`src/design/pin_a_io_map.vh`:
```
// Register map, mode field layout and reset values for the pin-A mode block
`ifndef PIN_A_IO_MAP_VH
`define PIN_A_IO_MAP_VH

// =====================================================================
// Register byte offsets
`define OFF_CH4_IO_CONTROL 8'h00
`define OFF_CH5_IO_CONTROL 8'h04
`define OFF_CH4_GENERAL_REG_A 8'h08
`define OFF_CH5_GENERAL_REG_A 8'h0c
`define OFF_EVENT_STATUS 8'h10
`define OFF_PIN_STATUS 8'h14

// =====================================================================
// Mode field positions inside an io_control register
`define MODE_A_LSB 0
`define MODE_A_MSB 3
`define MODE_BIT_CAPTURE 3
`define MODE_BIT_INIT_HIGH 2
`define MODE_BIT_BOTH_EDGES 1
`define MODE_BIT_FALLING 0

// =====================================================================
// Event status bit positions (write one to clear)
`define EVT_CH4_CAPTURE 0
`define EVT_CH4_MATCH 1
`define EVT_CH5_CAPTURE 2
`define EVT_CH5_MATCH 3

// =====================================================================
// Reset values
`define RST_IO_CONTROL 8'h00
`define RST_GENERAL_REG_A 16'h0000
`define RST_EVENT_STATUS 4'h0

// =====================================================================
// Bus responses
`define RESP_OKAY 2'b00
`define RESP_SLVERR 2'b10

`endif

```
`src/design/pin_a_channel.v`:
```
// One channel's pin-A compare/capture unit steered by its four-bit mode field
`timescale 1ns/1ps
`default_nettype none
`include "pin_a_io_map.vh"

module pin_a_channel #(
  parameter CNT_W = 16,
  parameter HAS_CASCADE = 0
) (
  input wire core_clk_i,
  input wire reset_i,
  input wire [3:0] mode_i,
  input wire mode_wr_i,
  input wire [CNT_W-1:0] count_i,
  input wire reg_wr_i,
  input wire [CNT_W-1:0] reg_wdata_i,
  input wire cascade_evt_i,
  input wire pin_i,
  output wire pin_o,
  output wire pin_oe_o,
  output wire [CNT_W-1:0] reg_a_o,
  output wire capture_o,
  output wire match_o
);

  reg [CNT_W-1:0] reg_a_r;
  reg level_r;
  reg pin_prev_r;
  reg equal_prev_r;
  wire is_capture;
  wire cascade_sel;
  wire equal_now;
  wire pin_edge_hit;
  reg level_nxt;

  // =====================================================================
  // Edge qualifier for the selected capture edge
  function edge_hit;
    input [1:0] low_bits;
    input prev;
    input cur;
    begin
      if (low_bits[1]) begin
        edge_hit = prev ^ cur;
      end else if (low_bits[0]) begin
        edge_hit = prev & ~cur;
      end else begin
        edge_hit = ~prev & cur;
      end
    end
  endfunction

  // =====================================================================
  // Mode decode
  assign is_capture = mode_i[`MODE_BIT_CAPTURE];
  // In capture use, bit 2 only matters on the cascading channel
  assign cascade_sel = (HAS_CASCADE != 0) && is_capture &&
                       mode_i[`MODE_BIT_INIT_HIGH];
  assign pin_edge_hit = edge_hit(mode_i[1:0], pin_prev_r, pin_i);
  // Capture fires in the cycle the event is seen
  assign capture_o = is_capture &&
                     (cascade_sel ? cascade_evt_i : pin_edge_hit);

  // Match only on the first cycle of equality, so a stopped counter
  // does not toggle the pin every clock
  assign equal_now = (count_i == reg_a_r);
  assign match_o = !is_capture && equal_now && !equal_prev_r;

  assign pin_oe_o = !is_capture && (mode_i[1:0] != 2'b00);
  assign pin_o = pin_oe_o ? level_r : 1'b0;
  assign reg_a_o = reg_a_r;

  // =====================================================================
  // Pin level
  always @* begin
    level_nxt = level_r;
    if (mode_wr_i) begin
      level_nxt = mode_i[`MODE_BIT_INIT_HIGH];
    end else if (match_o) begin
      case (mode_i[1:0])
        2'b01: level_nxt = 1'b0;
        2'b10: level_nxt = 1'b1;
        2'b11: level_nxt = ~level_r;
        default: level_nxt = level_r;
      endcase
    end
  end

  always @(posedge core_clk_i or posedge reset_i) begin
    if (reset_i) begin
      level_r <= 1'b0;
      pin_prev_r <= 1'b0;
      // Counter and register both reset to zero, so equality is the idle
      // state; starting high keeps reset from posing as a match
      equal_prev_r <= 1'b1;
      reg_a_r <= {CNT_W{1'b0}};
    end else begin
      level_r <= level_nxt;
      pin_prev_r <= pin_i;
      equal_prev_r <= equal_now;
      // Capture beats a software write in the same cycle
      if (capture_o) begin
        reg_a_r <= count_i;
      end else if (reg_wr_i) begin
        reg_a_r <= reg_wdata_i;
      end
    end
  end

endmodule
`default_nettype wire

```
`src/design/pin_a_io_mode.v`:
```
// Channel 4/5 pin-A mode select with an AXI4-Lite register slave
`timescale 1ns/1ps
`default_nettype none
`include "pin_a_io_map.vh"

module pin_a_io_mode #(
  parameter CNT_W = 16
) (
  input wire core_clk_i,
  input wire reset_i,
  // AXI4-Lite slave
  input wire [7:0] s_axi_awaddr,
  input wire s_axi_awvalid,
  output wire s_axi_awready,
  input wire [31:0] s_axi_wdata,
  input wire [3:0] s_axi_wstrb,
  input wire s_axi_wvalid,
  output wire s_axi_wready,
  output wire [1:0] s_axi_bresp,
  output wire s_axi_bvalid,
  input wire s_axi_bready,
  input wire [7:0] s_axi_araddr,
  input wire s_axi_arvalid,
  output wire s_axi_arready,
  output wire [31:0] s_axi_rdata,
  output wire [1:0] s_axi_rresp,
  output wire s_axi_rvalid,
  input wire s_axi_rready,
  // Timer side
  input wire [CNT_W-1:0] ch4_count_i,
  input wire [CNT_W-1:0] ch5_count_i,
  input wire ch3_a_event_i,
  input wire ch4_pin_a_i,
  output wire ch4_pin_a_o,
  output wire ch4_pin_a_oe_o,
  input wire ch5_pin_a_i,
  output wire ch5_pin_a_o,
  output wire ch5_pin_a_oe_o
);

  // =====================================================================
  // Registers
  reg [7:0] ch4_io_control_r;
  reg [7:0] ch5_io_control_r;
  reg [3:0] event_status_r;
  reg [3:0] event_status_nxt;

  // Write channel state
  reg aw_held_r;
  reg [7:0] aw_addr_r;
  reg w_held_r;
  reg [31:0] w_data_r;
  reg [3:0] w_strb_r;
  reg bvalid_r;
  reg [1:0] bresp_r;

  // Read channel state
  reg rvalid_r;
  reg [31:0] rdata_r;
  reg [1:0] rresp_r;

  wire do_write;
  wire [7:0] wr_addr;
  wire [31:0] wr_data;
  wire [3:0] wr_strb;
  wire do_read;

  wire ch4_mode_wr;
  wire ch5_mode_wr;
  wire ch4_reg_wr;
  wire ch5_reg_wr;
  wire [CNT_W-1:0] ch4_reg_wdata;
  wire [CNT_W-1:0] ch5_reg_wdata;
  wire [CNT_W-1:0] ch4_reg_a;
  wire [CNT_W-1:0] ch5_reg_a;
  wire ch4_capture;
  wire ch4_match;
  wire ch5_capture;
  wire ch5_match;
  wire wr_hit;
  wire [31:0] ch4_merged;
  wire [31:0] ch5_merged;
  reg ch4_mode_wr_r;
  reg ch5_mode_wr_r;

  // =====================================================================
  // Helpers
  function is_mapped;
    input [7:0] addr;
    begin
      case (addr)
        `OFF_CH4_IO_CONTROL,
        `OFF_CH5_IO_CONTROL,
        `OFF_CH4_GENERAL_REG_A,
        `OFF_CH5_GENERAL_REG_A,
        `OFF_EVENT_STATUS,
        `OFF_PIN_STATUS: is_mapped = 1'b1;
        default: is_mapped = 1'b0;
      endcase
    end
  endfunction

  // Byte-lane merge of a write into an existing 32-bit word
  function [31:0] merge_lanes;
    input [31:0] old_val;
    input [31:0] new_val;
    input [3:0] strb;
    integer i;
    begin
      merge_lanes = old_val;
      for (i = 0; i < 4; i = i + 1) begin
        if (strb[i]) begin
          merge_lanes[i*8 +: 8] = new_val[i*8 +: 8];
        end
      end
    end
  endfunction

  // =====================================================================
  // Write address and data, taken in either order
  // A channel is ready only while its own item is not yet held and no
  // response is pending, so one write at a time is under way.
  assign s_axi_awready = !aw_held_r && !bvalid_r;
  assign s_axi_wready = !w_held_r && !bvalid_r;

  assign wr_addr = aw_held_r ? aw_addr_r : s_axi_awaddr;
  assign wr_data = w_held_r ? w_data_r : s_axi_wdata;
  assign wr_strb = w_held_r ? w_strb_r : s_axi_wstrb;
  assign do_write = !bvalid_r &&
                    (aw_held_r || s_axi_awvalid) &&
                    (w_held_r || s_axi_wvalid);
  assign wr_hit = is_mapped({wr_addr[7:2], 2'b00});

  always @(posedge core_clk_i or posedge reset_i) begin
    if (reset_i) begin
      aw_held_r <= 1'b0;
      aw_addr_r <= 8'h00;
      w_held_r <= 1'b0;
      w_data_r <= 32'h0000_0000;
      w_strb_r <= 4'h0;
      bvalid_r <= 1'b0;
      bresp_r <= `RESP_OKAY;
    end else begin
      if (do_write) begin
        aw_held_r <= 1'b0;
        w_held_r <= 1'b0;
        bvalid_r <= 1'b1;
        bresp_r <= wr_hit ? `RESP_OKAY : `RESP_SLVERR;
      end else begin
        if (s_axi_awvalid && s_axi_awready) begin
          aw_held_r <= 1'b1;
          aw_addr_r <= s_axi_awaddr;
        end
        if (s_axi_wvalid && s_axi_wready) begin
          w_held_r <= 1'b1;
          w_data_r <= s_axi_wdata;
          w_strb_r <= s_axi_wstrb;
        end
        if (bvalid_r && s_axi_bready) begin
          bvalid_r <= 1'b0;
        end
      end
    end
  end

  assign s_axi_bvalid = bvalid_r;
  assign s_axi_bresp = bresp_r;

  // =====================================================================
  // Register write decode
  assign ch4_mode_wr = do_write && ({wr_addr[7:2], 2'b00} == `OFF_CH4_IO_CONTROL) &&
                       wr_strb[0];
  assign ch5_mode_wr = do_write && ({wr_addr[7:2], 2'b00} == `OFF_CH5_IO_CONTROL) &&
                       wr_strb[0];
  assign ch4_reg_wr = do_write && ({wr_addr[7:2], 2'b00} == `OFF_CH4_GENERAL_REG_A) &&
                      (wr_strb[1:0] != 2'b00);
  assign ch5_reg_wr = do_write && ({wr_addr[7:2], 2'b00} == `OFF_CH5_GENERAL_REG_A) &&
                      (wr_strb[1:0] != 2'b00);

  // Only the low counter-width bits exist; upper lanes are dropped on purpose
  assign ch4_merged = merge_lanes({{(32-CNT_W){1'b0}}, ch4_reg_a}, wr_data, wr_strb);
  assign ch5_merged = merge_lanes({{(32-CNT_W){1'b0}}, ch5_reg_a}, wr_data, wr_strb);
  assign ch4_reg_wdata = ch4_merged[CNT_W-1:0];
  assign ch5_reg_wdata = ch5_merged[CNT_W-1:0];

  always @(posedge core_clk_i or posedge reset_i) begin
    if (reset_i) begin
      ch4_io_control_r <= `RST_IO_CONTROL;
      ch5_io_control_r <= `RST_IO_CONTROL;
    end else begin
      if (ch4_mode_wr) begin
        ch4_io_control_r <= wr_data[7:0];
      end
      if (ch5_mode_wr) begin
        ch5_io_control_r <= wr_data[7:0];
      end
    end
  end

  // =====================================================================
  // Initial level load, one cycle after the mode write
  // The channel reads its mode from the register, which only holds the
  // new code after the write edge; loading at the write itself would
  // start the pin from the old code's level.
  always @(posedge core_clk_i or posedge reset_i) begin
    if (reset_i) begin
      ch4_mode_wr_r <= 1'b0;
      ch5_mode_wr_r <= 1'b0;
    end else begin
      ch4_mode_wr_r <= ch4_mode_wr;
      ch5_mode_wr_r <= ch5_mode_wr;
    end
  end

  // =====================================================================
  // Sticky event flags; a new event wins over a clear in the same cycle
  always @* begin
    event_status_nxt = event_status_r;
    if (do_write && ({wr_addr[7:2], 2'b00} == `OFF_EVENT_STATUS) && wr_strb[0]) begin
      event_status_nxt = event_status_r & ~wr_data[3:0];
    end
    if (ch4_capture) begin
      event_status_nxt[`EVT_CH4_CAPTURE] = 1'b1;
    end
    if (ch4_match) begin
      event_status_nxt[`EVT_CH4_MATCH] = 1'b1;
    end
    if (ch5_capture) begin
      event_status_nxt[`EVT_CH5_CAPTURE] = 1'b1;
    end
    if (ch5_match) begin
      event_status_nxt[`EVT_CH5_MATCH] = 1'b1;
    end
  end

  always @(posedge core_clk_i or posedge reset_i) begin
    if (reset_i) begin
      event_status_r <= `RST_EVENT_STATUS;
    end else begin
      event_status_r <= event_status_nxt;
    end
  end

  // =====================================================================
  // Read channel: data one cycle after the address is taken
  assign s_axi_arready = !rvalid_r;
  assign do_read = s_axi_arvalid && !rvalid_r;

  always @(posedge core_clk_i or posedge reset_i) begin
    if (reset_i) begin
      rvalid_r <= 1'b0;
      rdata_r <= 32'h0000_0000;
      rresp_r <= `RESP_OKAY;
    end else begin
      if (do_read) begin
        rvalid_r <= 1'b1;
        rresp_r <= `RESP_OKAY;
        case ({s_axi_araddr[7:2], 2'b00})
          `OFF_CH4_IO_CONTROL: rdata_r <= {24'h000000, ch4_io_control_r};
          `OFF_CH5_IO_CONTROL: rdata_r <= {24'h000000, ch5_io_control_r};
          `OFF_CH4_GENERAL_REG_A: rdata_r <= {{(32-CNT_W){1'b0}}, ch4_reg_a};
          `OFF_CH5_GENERAL_REG_A: rdata_r <= {{(32-CNT_W){1'b0}}, ch5_reg_a};
          `OFF_EVENT_STATUS: rdata_r <= {28'h0000000, event_status_r};
          `OFF_PIN_STATUS: rdata_r <= {28'h0000000, ch5_pin_a_oe_o, ch5_pin_a_o,
                                       ch4_pin_a_oe_o, ch4_pin_a_o};
          default: begin
            rdata_r <= 32'h0000_0000;
            rresp_r <= `RESP_SLVERR;
          end
        endcase
      end else if (rvalid_r && s_axi_rready) begin
        rvalid_r <= 1'b0;
      end
    end
  end

  assign s_axi_rvalid = rvalid_r;
  assign s_axi_rdata = rdata_r;
  assign s_axi_rresp = rresp_r;

  // =====================================================================
  // Channel units
  pin_a_channel #(
    .CNT_W(CNT_W),
    .HAS_CASCADE(1)
  ) u_ch4 (
    .core_clk_i(core_clk_i),
    .reset_i(reset_i),
    .mode_i(ch4_io_control_r[`MODE_A_MSB:`MODE_A_LSB]),
    .mode_wr_i(ch4_mode_wr_r),
    .count_i(ch4_count_i),
    .reg_wr_i(ch4_reg_wr),
    .reg_wdata_i(ch4_reg_wdata),
    .cascade_evt_i(ch3_a_event_i),
    .pin_i(ch4_pin_a_i),
    .pin_o(ch4_pin_a_o),
    .pin_oe_o(ch4_pin_a_oe_o),
    .reg_a_o(ch4_reg_a),
    .capture_o(ch4_capture),
    .match_o(ch4_match)
  );

  // Channel 5 has no cascade source, so bit 2 drops out in capture use
  pin_a_channel #(
    .CNT_W(CNT_W),
    .HAS_CASCADE(0)
  ) u_ch5 (
    .core_clk_i(core_clk_i),
    .reset_i(reset_i),
    .mode_i(ch5_io_control_r[`MODE_A_MSB:`MODE_A_LSB]),
    .mode_wr_i(ch5_mode_wr_r),
    .count_i(ch5_count_i),
    .reg_wr_i(ch5_reg_wr),
    .reg_wdata_i(ch5_reg_wdata),
    .cascade_evt_i(1'b0),
    .pin_i(ch5_pin_a_i),
    .pin_o(ch5_pin_a_o),
    .pin_oe_o(ch5_pin_a_oe_o),
    .reg_a_o(ch5_reg_a),
    .capture_o(ch5_capture),
    .match_o(ch5_match)
  );

endmodule
`default_nettype wire

```
`config.mk`:
```
export PLATFORM = sky130hd
export DESIGN_NAME = pin_a_io_mode
export DESIGN_NICKNAME = d
export VERILOG_FILES = /design/src/design/pin_a_channel.v /design/src/design/pin_a_io_mode.v
export VERILOG_INCLUDE_DIRS = /design/src /design/src/design
export SDC_FILE = /design/constraint.sdc
export NUM_CORES = 1
export LEC_CHECK = 0
export ABC_CLOCK_PERIOD_IN_PS = 2000
export BUFFER_PORTS_ARGS = -buffer_cell sky130_fd_sc_hd__buf_2
export CELL_PAD_IN_SITES_DETAIL_PLACEMENT = 0
export CELL_PAD_IN_SITES_GLOBAL_PLACEMENT = 2
export CORE_AREA = 5 5 147 149
export DETAILED_ROUTE_END_ITERATION = 10
export DIE_AREA = 0 0 152 154
export GPL_TIMING_DRIVEN = 0
export PLACE_DENSITY_LB_ADDON = 0.1
export SYNTH_ARGS = -nofsm -noshare
export SYNTH_HDL_FRONTEND = slang
export SYNTH_HIERARCHICAL = 1
export SYNTH_SLANG_ARGS = --single-unit
export TNS_END_PERCENT = 30
```
`constraint.sdc`:
```
create_clock -name core_clk_i -period 2 [get_ports core_clk_i]
set_clock_uncertainty 0.05 [all_clocks]
set_input_delay 0.3 -clock core_clk_i [delete_from_list [all_inputs] [get_ports core_clk_i]]
set_output_delay 0.3 -clock core_clk_i [all_outputs]
set_load 0.005 [all_outputs]
```
# Word level (Yosys, flattened, before mapping)
# Cells that the tools add are included.
# W data, S select, Z words.
[word_totals] in_bits=94 ff_bits=126 elab_cells=171 out_inout_bits=45
[op_classes] n_bitwise=15 reduce_logical=71 muxes=39 eq_ne=18
[op_table] op="$pmux W16 S6" count=1
[op_table] op="$mux W16" count=5
[op_table] op="$reduce_bool A2 Y1" count=19
[op_table] op="$eq A16 B16 Y1" count=2
[op_table] op="$logic_and A1 B1 Y1" count=28
[op_table] op="$eq A6 B2 Y1 const B" count=4
[op_table] op="$eq A6 B3 Y1 const B" count=4
[op_table] op="$mux W1" count=24
[op_table] op="$mux W8" count=3
[op_table] op="$reduce_and A2 Y1" count=8
[op_table] op="$eq A6 B1 Y1 const B" count=2
[op_table] op="$logic_not A6 Y1" count=2
[op_table] op="$reduce_or A6 Y1" count=2
[op_table] op="$eq A2 B2 Y1 const B" count=4
[op_table] op="$logic_not A1 Y1" count=8
[op_table] op="$reduce_bool A4 Y1" count=2
[op_table] op="$not A1 Y1" count=7
[op_table] op="$mux W2" count=3
[op_table] op="$pmux W1 S3" count=2
[op_table] op="$and A1 B1 Y1" count=4
[op_table] op="$and A4 B4 Y4" count=1
[op_table] op="$eq A2 B1 Y1 const B" count=2
[op_table] op="$mux W4" count=1
[op_table] op="$not A4 Y4" count=1
[op_table] op="2 further kinds" count=4

# Logic depth before layout (Yosys ltp)
# Gate-level depths: netlist (run 1).
[depth] depth_word=8 ltp_mapped=9 ltp_nobuf=7

# By module
# Netlist (run 1), hierarchy kept.
[by_module_without_submodules] module="pin_a_io_mode" instances=1 area_each_um2=3827.4 cells_each=349
[by_module_without_submodules] module="pin_a_channel (u_ch4)" instances=1 area_each_um2=1157.4 cells_each=120
[by_module_without_submodules] module="pin_a_channel (u_ch5)" instances=1 area_each_um2=1157.4 cells_each=119

# Worst setup path before layout (run 1)
# Ideal clock, no wire load.
[synth_timing] path_kind="register -> register" from="register aw_held_r" to="register u_ch4.reg_a_r[0] (netlist: u_ch4/reg_a_o[0])" arrival_ns=1.888 path_buffers=3 stages_incl_launch_ff=9 setup_slack_ns=-0.071 required_time_ns=1.817 synth_period_minus_slack_ns=2.071 cell_sequence="dfrtp_1 -> buf_6 -> or3_4 -> o22ai_2 -> nor2b_1 -> buf_2 -> buf_2 -> mux2i_1 -> o21ai_0"
[synth_via] elab_chain_cells=7
[synth_rtl] item="from (decl)" line="pin_a_io_mode.v:49" source="reg aw_held_r;"
[synth_rtl] item="from (signal assigned)" line="pin_a_io_mode.v:136" source="aw_held_r <= 1'b0;"
[synth_rtl] item="from (signal assigned)" line="pin_a_io_mode.v:145" source="aw_held_r <= 1'b0;"
[synth_rtl] item="from (signal assigned)" line="pin_a_io_mode.v:151" source="aw_held_r <= 1'b1;"
[synth_rtl] item="parallel branches: the longest is 3 deep, another holds $mux W8"
[synth_rtl] item="$logic_and A1 B1 Y1 * (2 in a row)" line="pin_a_io_mode.v:175" source="assign ch4_reg_wr = do_write && ({wr_addr[7:2], 2'b00} == `OFF_CH4_GENERAL_REG_A) &&"
[synth_rtl] item="net ch4_reg_wr" line="pin_a_io_mode.v:70" source="wire ch4_reg_wr;"
[synth_rtl] item="$reduce_bool A2 Y1 (no source line) *"
[synth_rtl] item="$reduce_and A2 Y1 (no source line) *"
[synth_rtl] item="to (signal assigned)" line="pin_a_channel.v:96" source="reg_a_r <= {CNT_W{1'b0}};"
[synth_rtl] item="to (signal assigned)" line="pin_a_channel.v:103" source="reg_a_r <= count_i;"
[synth_rtl] item="to (signal assigned)" line="pin_a_channel.v:105" source="reg_a_r <= reg_wdata_i;"
[synth_rtl] item="to (decl)" line="pin_a_channel.v:26" source="reg [CNT_W-1:0] reg_a_r;"
# Mark *: on every way through the listed nets, which the timed path passes.
# A chain may end at the register's enable or synchronous reset.

# Final worst setup path (run 1)
[layout_timing] from="register aw_held_r" to="register ch5_io_control_r[7]"
[layout_via] elab_chain_cells=5
[layout_rtl] item="parallel branches: the longest is 3 deep, another holds $mux W8"
[layout_rtl] item="$logic_and A1 B1 Y1 * (2 in a row)" line="pin_a_io_mode.v:173" source="assign ch5_mode_wr = do_write && ({wr_addr[7:2], 2'b00} == `OFF_CH5_IO_CONTROL) &&"
[layout_rtl] item="net ch5_mode_wr" line="pin_a_io_mode.v:69" source="wire ch5_mode_wr;"
[layout_rtl] item="to (signal assigned)" line="pin_a_io_mode.v:189" source="ch5_io_control_r <= `RST_IO_CONTROL;"
[layout_rtl] item="to (signal assigned)" line="pin_a_io_mode.v:195" source="ch5_io_control_r <= wr_data[7:0];"
[layout_rtl] item="to (decl)" line="pin_a_io_mode.v:44" source="reg [7:0] ch5_io_control_r;"
# Marks and branches as above.

==> flow_summary.toml, run 1 <==
[synth]
synthArstFlopShare_pct = 100
synth_top_area_share_pct = 42.4
ys_warn_count = 6
yosys.cell_types.count = 53
synth_area_per_cell_sq_um = 10.4
ys_seq_area_share_pct = 43.2
ys_ff_latch = 106
synth_edf_count = 0
ys.flop_type = "dfrtp_1"
synth_cells = 588
synth_area_leaders = "dfrtp_1, mux2i_1, mux2_2"
netlist_area_sq_um = 6140
synth_top_area_cell = "dfrtp_1"

[detailed_routing]
drt-met1-wl_mm = 9.20
met3_length_um = 714
met2_length_mm = 9.00
wl_per_cell_um = 19.0
dr_total_vias = 4740
antenna_left = 0
avgViaCountPerCell = 4.70
post-route-drc-count = 0
first_pass_iters = 4
top_layer_used = "met4"
drtIter0Drc = 176
drt-total-wl_mm = 19.1

[timing]
setup_viol = 16
max_freq_mhz = 481
min_period_ns = 2.08
hold_viol_final = 0
slew_headroom_pct = 38.6
rsz0062_at_grt = "yes"
slew_violations = 0
setup_slack_ns = -0.0777
worst_pin_slew_ns = 0.920
period_share_pct = 104

[layout]
antenna_cells = 0
regArea_sq_um = 2660
fill_cells = 2080
final_common_cell = "buf_2"
multi_input_comb_area_sq_um = 3340
final_cell_mix = "buf_2, dfrtp_1, nor2_1"
fin_nets = 837
syn_to_final_growth_pct = 27.0
fin_util_pct = 38.9
drive_gt1_share_pct = 36.0

[worst_setup_path]
endpoint_kind = "register"
r2r_slack_ns = -0.08
required_ns = 2.19
cpPeakStageDelay_ns = 0.39
crit_path_top_delay_cell = "dfrtp_1"
crit_family = "simple AND/OR/NAND/NOR gates"
rr_startpoint = "aw_held_r"
startpoint = "aw_held_r"
worstPathArrival_ns = 2.27
worst-path-buf-inv = 2
critPathMaxFanout = 5
crit_path_cell_trace = "buf_6, or3_4, o22a_1, and4b_2, buf_8, mux2_4"
worstSetupPathType = "reg -> reg"
critPathLaunchType = "register"

[power]
p_leak_nw = 3.55
swShare_pct = 37.8
powerDensity_nw_per_um2 = 1160
p_total_mw = 9.07
p_comb_share_pct = 40.0
seq_power_share_pct = 39.2
p_int_mw = 5.65
switchingPower_mw = 3.43
irDropWorstVdd_v = 0.000542
power_frac_clock_pct = 20.8

[clock_network]
postCtsHoldBufs = 0
cts_buffer_depth = 2
cts_sinks = 106
cts_made_buffers = 9
cts_root_buffer = "clkbuf_16"
cts_tree = "done"
htreeDepth = 3
clkSlewWorstSetupHoldPaths_ns = 0.08
clock_latency_ns = 0.36

[placed_design]
io_buffers = 97
dp_hpwl_mm = 14.5
routabilityCongestion = 0.791

[floorplanning]
dieArea_sq_um = 23400
die_height_um = 154
core_area_sq_um = 20000
start_util_pct = 30.7
die_w_um = 152
ios = 139
fp-row-count = 52

[outcome]
violations = "setup timing"
status = "complete, but fails checks"

[worst_hold_path]
hp-start = "ch4_pin_a_i"
hold_path.class = "in -> reg"

[global_routing]
grt_pass1_wl_mm = 29.7
grt_max_degree = 41
overflow = 0
antenna_found_initial = 0
grt_usage_pct = 16.4
grt_pass1_vias = 5066

[flow_run]
drv_cap = 0
-- final cells by class --
cell class | instances | share of cell area, %
timing repair buffer | 117 | 8.94
clock inverter | 7 | 0.979
multi-input combinational | 426 | 42.8
tap | 270 | 4.33
sequential | 106 | 34.1
buffer | 45 | 4.54
clock buffer | 9 | 2.89
inverter | 28 | 1.40
-- worst reg2reg max path, cell delays in order, from the launching register on --
cell and delay, ns:
dfrtp_1 0.39, buf_6 0.13, or3_4 0.36, o22a_1 0.23, and4b_2 0.36, buf_8 0.15, mux2_4 0.30
-- cell families after synthesis --
family / synth area share [%]
muxes: 21.3
other: 0.0611
adders and majority gates: 2.04
xor gates and xnor gates: 4.56
AOI/OAI and AO/OA: 11.6
and+or+nand+nor: 11.1
buffers and inverters: 6.11
DFF: 43.2
-- synthesized netlist by cell type, types with 8 or more instances --
| cell type | n |
|---|---|
| nor2_1 | 59 |
| ha_1 | 10 |
| clkbuf_1 | 8 |
| mux2i_1 | 56 |
| buf_4 | 18 |
| o21a_1 | 24 |
| o21ai_0 | 30 |
| nor4_1 | 9 |
| xor2_1 | 32 |
| buf_2 | 15 |
| nand2_1 | 40 |
| dfrtp_1 | 104 |
| mux2_2 | 46 |
| mux2_4 | 8 |
| a21oi_1 | 26 |
| inv_1 | 28 |
-- worst paths after layout --
path	cells after the start	endpoint
hold reg to reg	2	s_axi_rdata[9]
setup reg to reg	6	ch5_io_control_r[7]
min in group asynchronous	2	w_data_r[11]
max in group asynchronous	3	ch4_io_control_r[0]
setup / recovery	6	ch5_io_control_r[7]
hold / removal	1	u_ch4/pin_prev_r
-- through the flow --
step | std cells | hold slack (ns) | TNS (ns) | area, sq um | setup WS, ns
floorplan | 605 | 0.200 | -0.608 | 6210 | -0.0609
global placement | 972 | 0.391 | -10.69 | 7040 | -0.512
detailed placement | 973 | 0.396 | -11.71 | 7060 | -0.542
CTS | 998 | 0.0163 | -2.11 | 7590 | -0.0868
global route | 1008 | 0.0268 | -4.48 | 7800 | -0.152
finish | 1008 | 0.0248 | -0.616 | 7800 | -0.0777
-- state kept, by name, summed over array words and instances, names as in the netlist, 2 cells and up --
signal            cells
ch4_io_control_r      8
event_status_r        4
s_axi_rdata          16
u_ch4/reg_a_o        16
w_data_r             16
u_ch5/reg_a_o        16
ch5_io_control_r      8
w_strb_r              2
aw_addr_r             6
-- power groups by stage --
stage          clock, mW  sequential [mW]  combinational, mW
5_1_grt             2.02             3.68               4.02
2_1_floorplan          0             3.37               2.36
6_report            1.89             3.55               3.63
3_3_place_gp           0             3.54               3.18
4_1_cts             1.95             3.54               3.47
3_5_place_dp           0             3.58               3.24
-- per-layer routing --
layer	track usage (%)	up-vias
met5	0	-
met4	4.02	0
met3	2.70	14
met2	26.8	107
met1	22.8	2308
li1	-	2311
-- repair_timing --
item | 4_1_cts | 5_1_grt
endpoints found under the setup margin | 56 | 55
resized for setup | 34 | 50
setup buffers | 8 | 9
pin swaps | 14 | 12
cloned | 1 | 2
(Power assumes the default switching activity.)
==> inputs of run 2 (changes only) <==
--- a/config.mk
+++ b/config.mk
@@ -6,13 +6,13 @@
 export SDC_FILE = /design/constraint.sdc
 export NUM_CORES = 1
 export LEC_CHECK = 0
-export ABC_CLOCK_PERIOD_IN_PS = 2000
+export ABC_CLOCK_PERIOD_IN_PS = 2400
 export BUFFER_PORTS_ARGS = -buffer_cell sky130_fd_sc_hd__buf_2
 export CELL_PAD_IN_SITES_DETAIL_PLACEMENT = 0
 export CELL_PAD_IN_SITES_GLOBAL_PLACEMENT = 2
-export CORE_AREA = 5 5 147 149
+export CORE_AREA = 5 5 135 137
 export DETAILED_ROUTE_END_ITERATION = 10
-export DIE_AREA = 0 0 152 154
+export DIE_AREA = 0 0 140 142
 export GPL_TIMING_DRIVEN = 0
 export PLACE_DENSITY_LB_ADDON = 0.1
 export SYNTH_ARGS = -nofsm -noshare
==> constraint.sdc (replaced) <==
create_clock -name core_clk_i -period 2.4 [get_ports core_clk_i]
set_clock_uncertainty 0.05 [all_clocks]
set_input_delay 0.36 -clock core_clk_i [delete_from_list [all_inputs] [get_ports core_clk_i]]
set_output_delay 0.36 -clock core_clk_i [all_outputs]
set_load 0.005 [all_outputs]
==> run 2 against run 1 <==
The run ends with hold timing left; critical path depth increased by 2; combinational power decreased by 26%; critical endpoint is now u_ch4/reg_a_o[14]; first-iteration DRC count increased by 18%; total power decreased by 19%; worst setup slack improved by 0.26 ns; register-to-register slack improved by 0.26 ns; final cell count decreased by 6.1%; routed wire length decreased by 8.3%; die area decreased by 15%; clock power decreased by 11%; largest cell class unchanged; global-route usage increased by 1.4 points.
==> flow_summary.toml, run 2 (synthesis results as in run 1) <==
[outcome]
status = "complete, but fails checks"
violations = "hold timing"

[worst_setup_path]
worstPathArrival_ns = 2.38
endpoint_kind = "register"
crit_path_cell_trace = "buf_6, or3_4, o22ai_2, nor2b_1, clkbuf_4, buf_8, mux2i_1, o21ai_0"
crit_path_top_delay_cell = "dfrtp_1"
critPathMaxFanout = 10
worstSetupPathType = "reg -> reg"
cpPeakStageDelay_ns = 0.41
startpoint = "aw_held_r"
critPathLaunchType = "register"
rr_startpoint = "aw_held_r"
required_ns = 2.56

[timing]
holdWs_ns = -0.00175
period_share_pct = 92.2
slew_headroom_pct = 35.4
hold_viol_final = 2
slew_violations = 0
setup_viol = 0
max_freq_mhz = 452
min_period_ns = 2.21
worst_pin_slew_ns = 0.968
rsz0062_at_grt = "no"
fin_setup_tns_ns = 0

[clock_network]
cts_tree = "done"
cts_buffer_depth = 2
htreeDepth = 3
cts_sinks = 106
cts_made_buffers = 9
postCtsHoldBufs = 0
cts_root_buffer = "clkbuf_16"
clkSlewWorstSetupHoldPaths_ns = 0.08
clock_latency_ns = 0.36

[global_routing]
overflow = 0
grt_max_degree = 36
grt_pass1_wl_mm = 27.4
grt_pass1_vias = 4931
antenna_found_initial = 1
grt_usage_pct = 17.8

[layout]
fin_util_pct = 43.6
syn_to_final_growth_pct = 20.2
fin_nets = 821
drive_gt1_share_pct = 30.9
final_common_cell = "buf_2"
antenna_cells = 0
layoutNonFillerInstCount = 947
fin_area_sq_um = 7390
final_cell_mix = "buf_2, dfrtp_1, nor2_1"

[power]
irDropWorstVdd_v = 0.000410
powerDensity_nw_per_um2 = 990
p_leak_nw = 3.42

[floorplanning]
core_area_sq_um = 16900
die_w_um = 140
start_util_pct = 36.3
fp-row-count = 48
ios = 139
die_height_um = 142
dieArea_sq_um = 19900

[worst_hold_path]
hold_path.class = "in -> async"

[detailed_routing]
first_pass_iters = 4
met3_length_um = 849
drtIter0Drc = 207
top_layer_used = "met5"
avgViaCountPerCell = 4.93
drt-met1-wl_mm = 7.98
drt-total-wl_mm = 17.5
dr_total_vias = 4668
met2_length_mm = 8.57
wl_per_cell_um = 18.5
antenna_left = 0
post-route-drc-count = 0

[placed_design]
post_dp_cell_area_sq_um = 7000
placed_cells = 928
dp_hpwl_mm = 13.6
io_buffers = 97
routabilityCongestion = 0.823

[flow_run]
drv_cap = 0
[run 2: changes by cell type in the layout (fill, tap and decap cells not counted), sizes merged]
cell and delta:
clkbuf -1, buf -14, clkinvlp -2, clkinv -1
inv +1, bufinv +1
[run 2: per-stage QoR]
step / setup WS, ns / power, mW
2_1_floorplan: 0.278 / 4.76
5_1_grt: 0.0158 / 7.83
3_3_place_gp: -0.794 / 5.56
4_1_cts: 0.0200 / 7.34
3_5_place_dp: -0.0719 / 5.64
6_report: 0.186 / 7.32
[run 2: worst paths after layout]
path / endpoint / slack, ns / depth (start not counted)
worst max-delay path: u_ch4/reg_a_o[14] / 0.19 / 8
worst min-delay path: s_axi_rdata[12] / -0.002 / 2
worst max register to register: u_ch4/reg_a_o[14] / 0.19 / 8
worst min register to register: s_axi_rdata[8] / 0.43 / 2
max in group asynchronous: u_ch4/pin_prev_r / 1.49 / 2
min in group core_clk_i: u_ch4/pin_prev_r / 0.09 / 1
[run 2: layout make-up]
cell class	count	area, sq um
fillers	1704	9550
clock inverters	6	93.8
well taps	225	282
flip-flops and latches	106	2660
inverters	28	108
plain buffers	45	294
multi-input cells	426	3190
repair buffers	101	528
clock buffers	10	239
[run 2: timing repair]
action,in CTS,in global routing
endpoints found under the hold margin,0,0
gates resized for setup,2,9
pin swaps,0,1
setup endpoints to repair,20,20
buffers inserted,0,3
[run 2: where the power goes]
| group | switching, mW | total (mW) | internal, mW |
|---|---|---|---|
| registers | 0.566 | 2.94 | 2.38 |
| clock network | 0.723 | 1.68 | 0.958 |
| logic | 1.35 | 2.69 | 1.34 |
| total | 2.64 | 7.32 | 4.67 |
[run 2: critical path, delay by kind of cell (launching register included)]
kind | cells | cell delay [ns]
AOI/OAI and AO/OA | 2 | 0.28
buffers and inverters | 3 | 0.58
DFF | 1 | 0.41
muxes | 1 | 0.19
and+or+nand+nor | 2 | 0.55
[run 2: per-layer routing]
layer,global-route usage [%],vias to the layer above
li1,-,2276
met1,23.2,2272
met2,30.4,108
met3,4.60,10
met4,3.06,2
met5,0,-
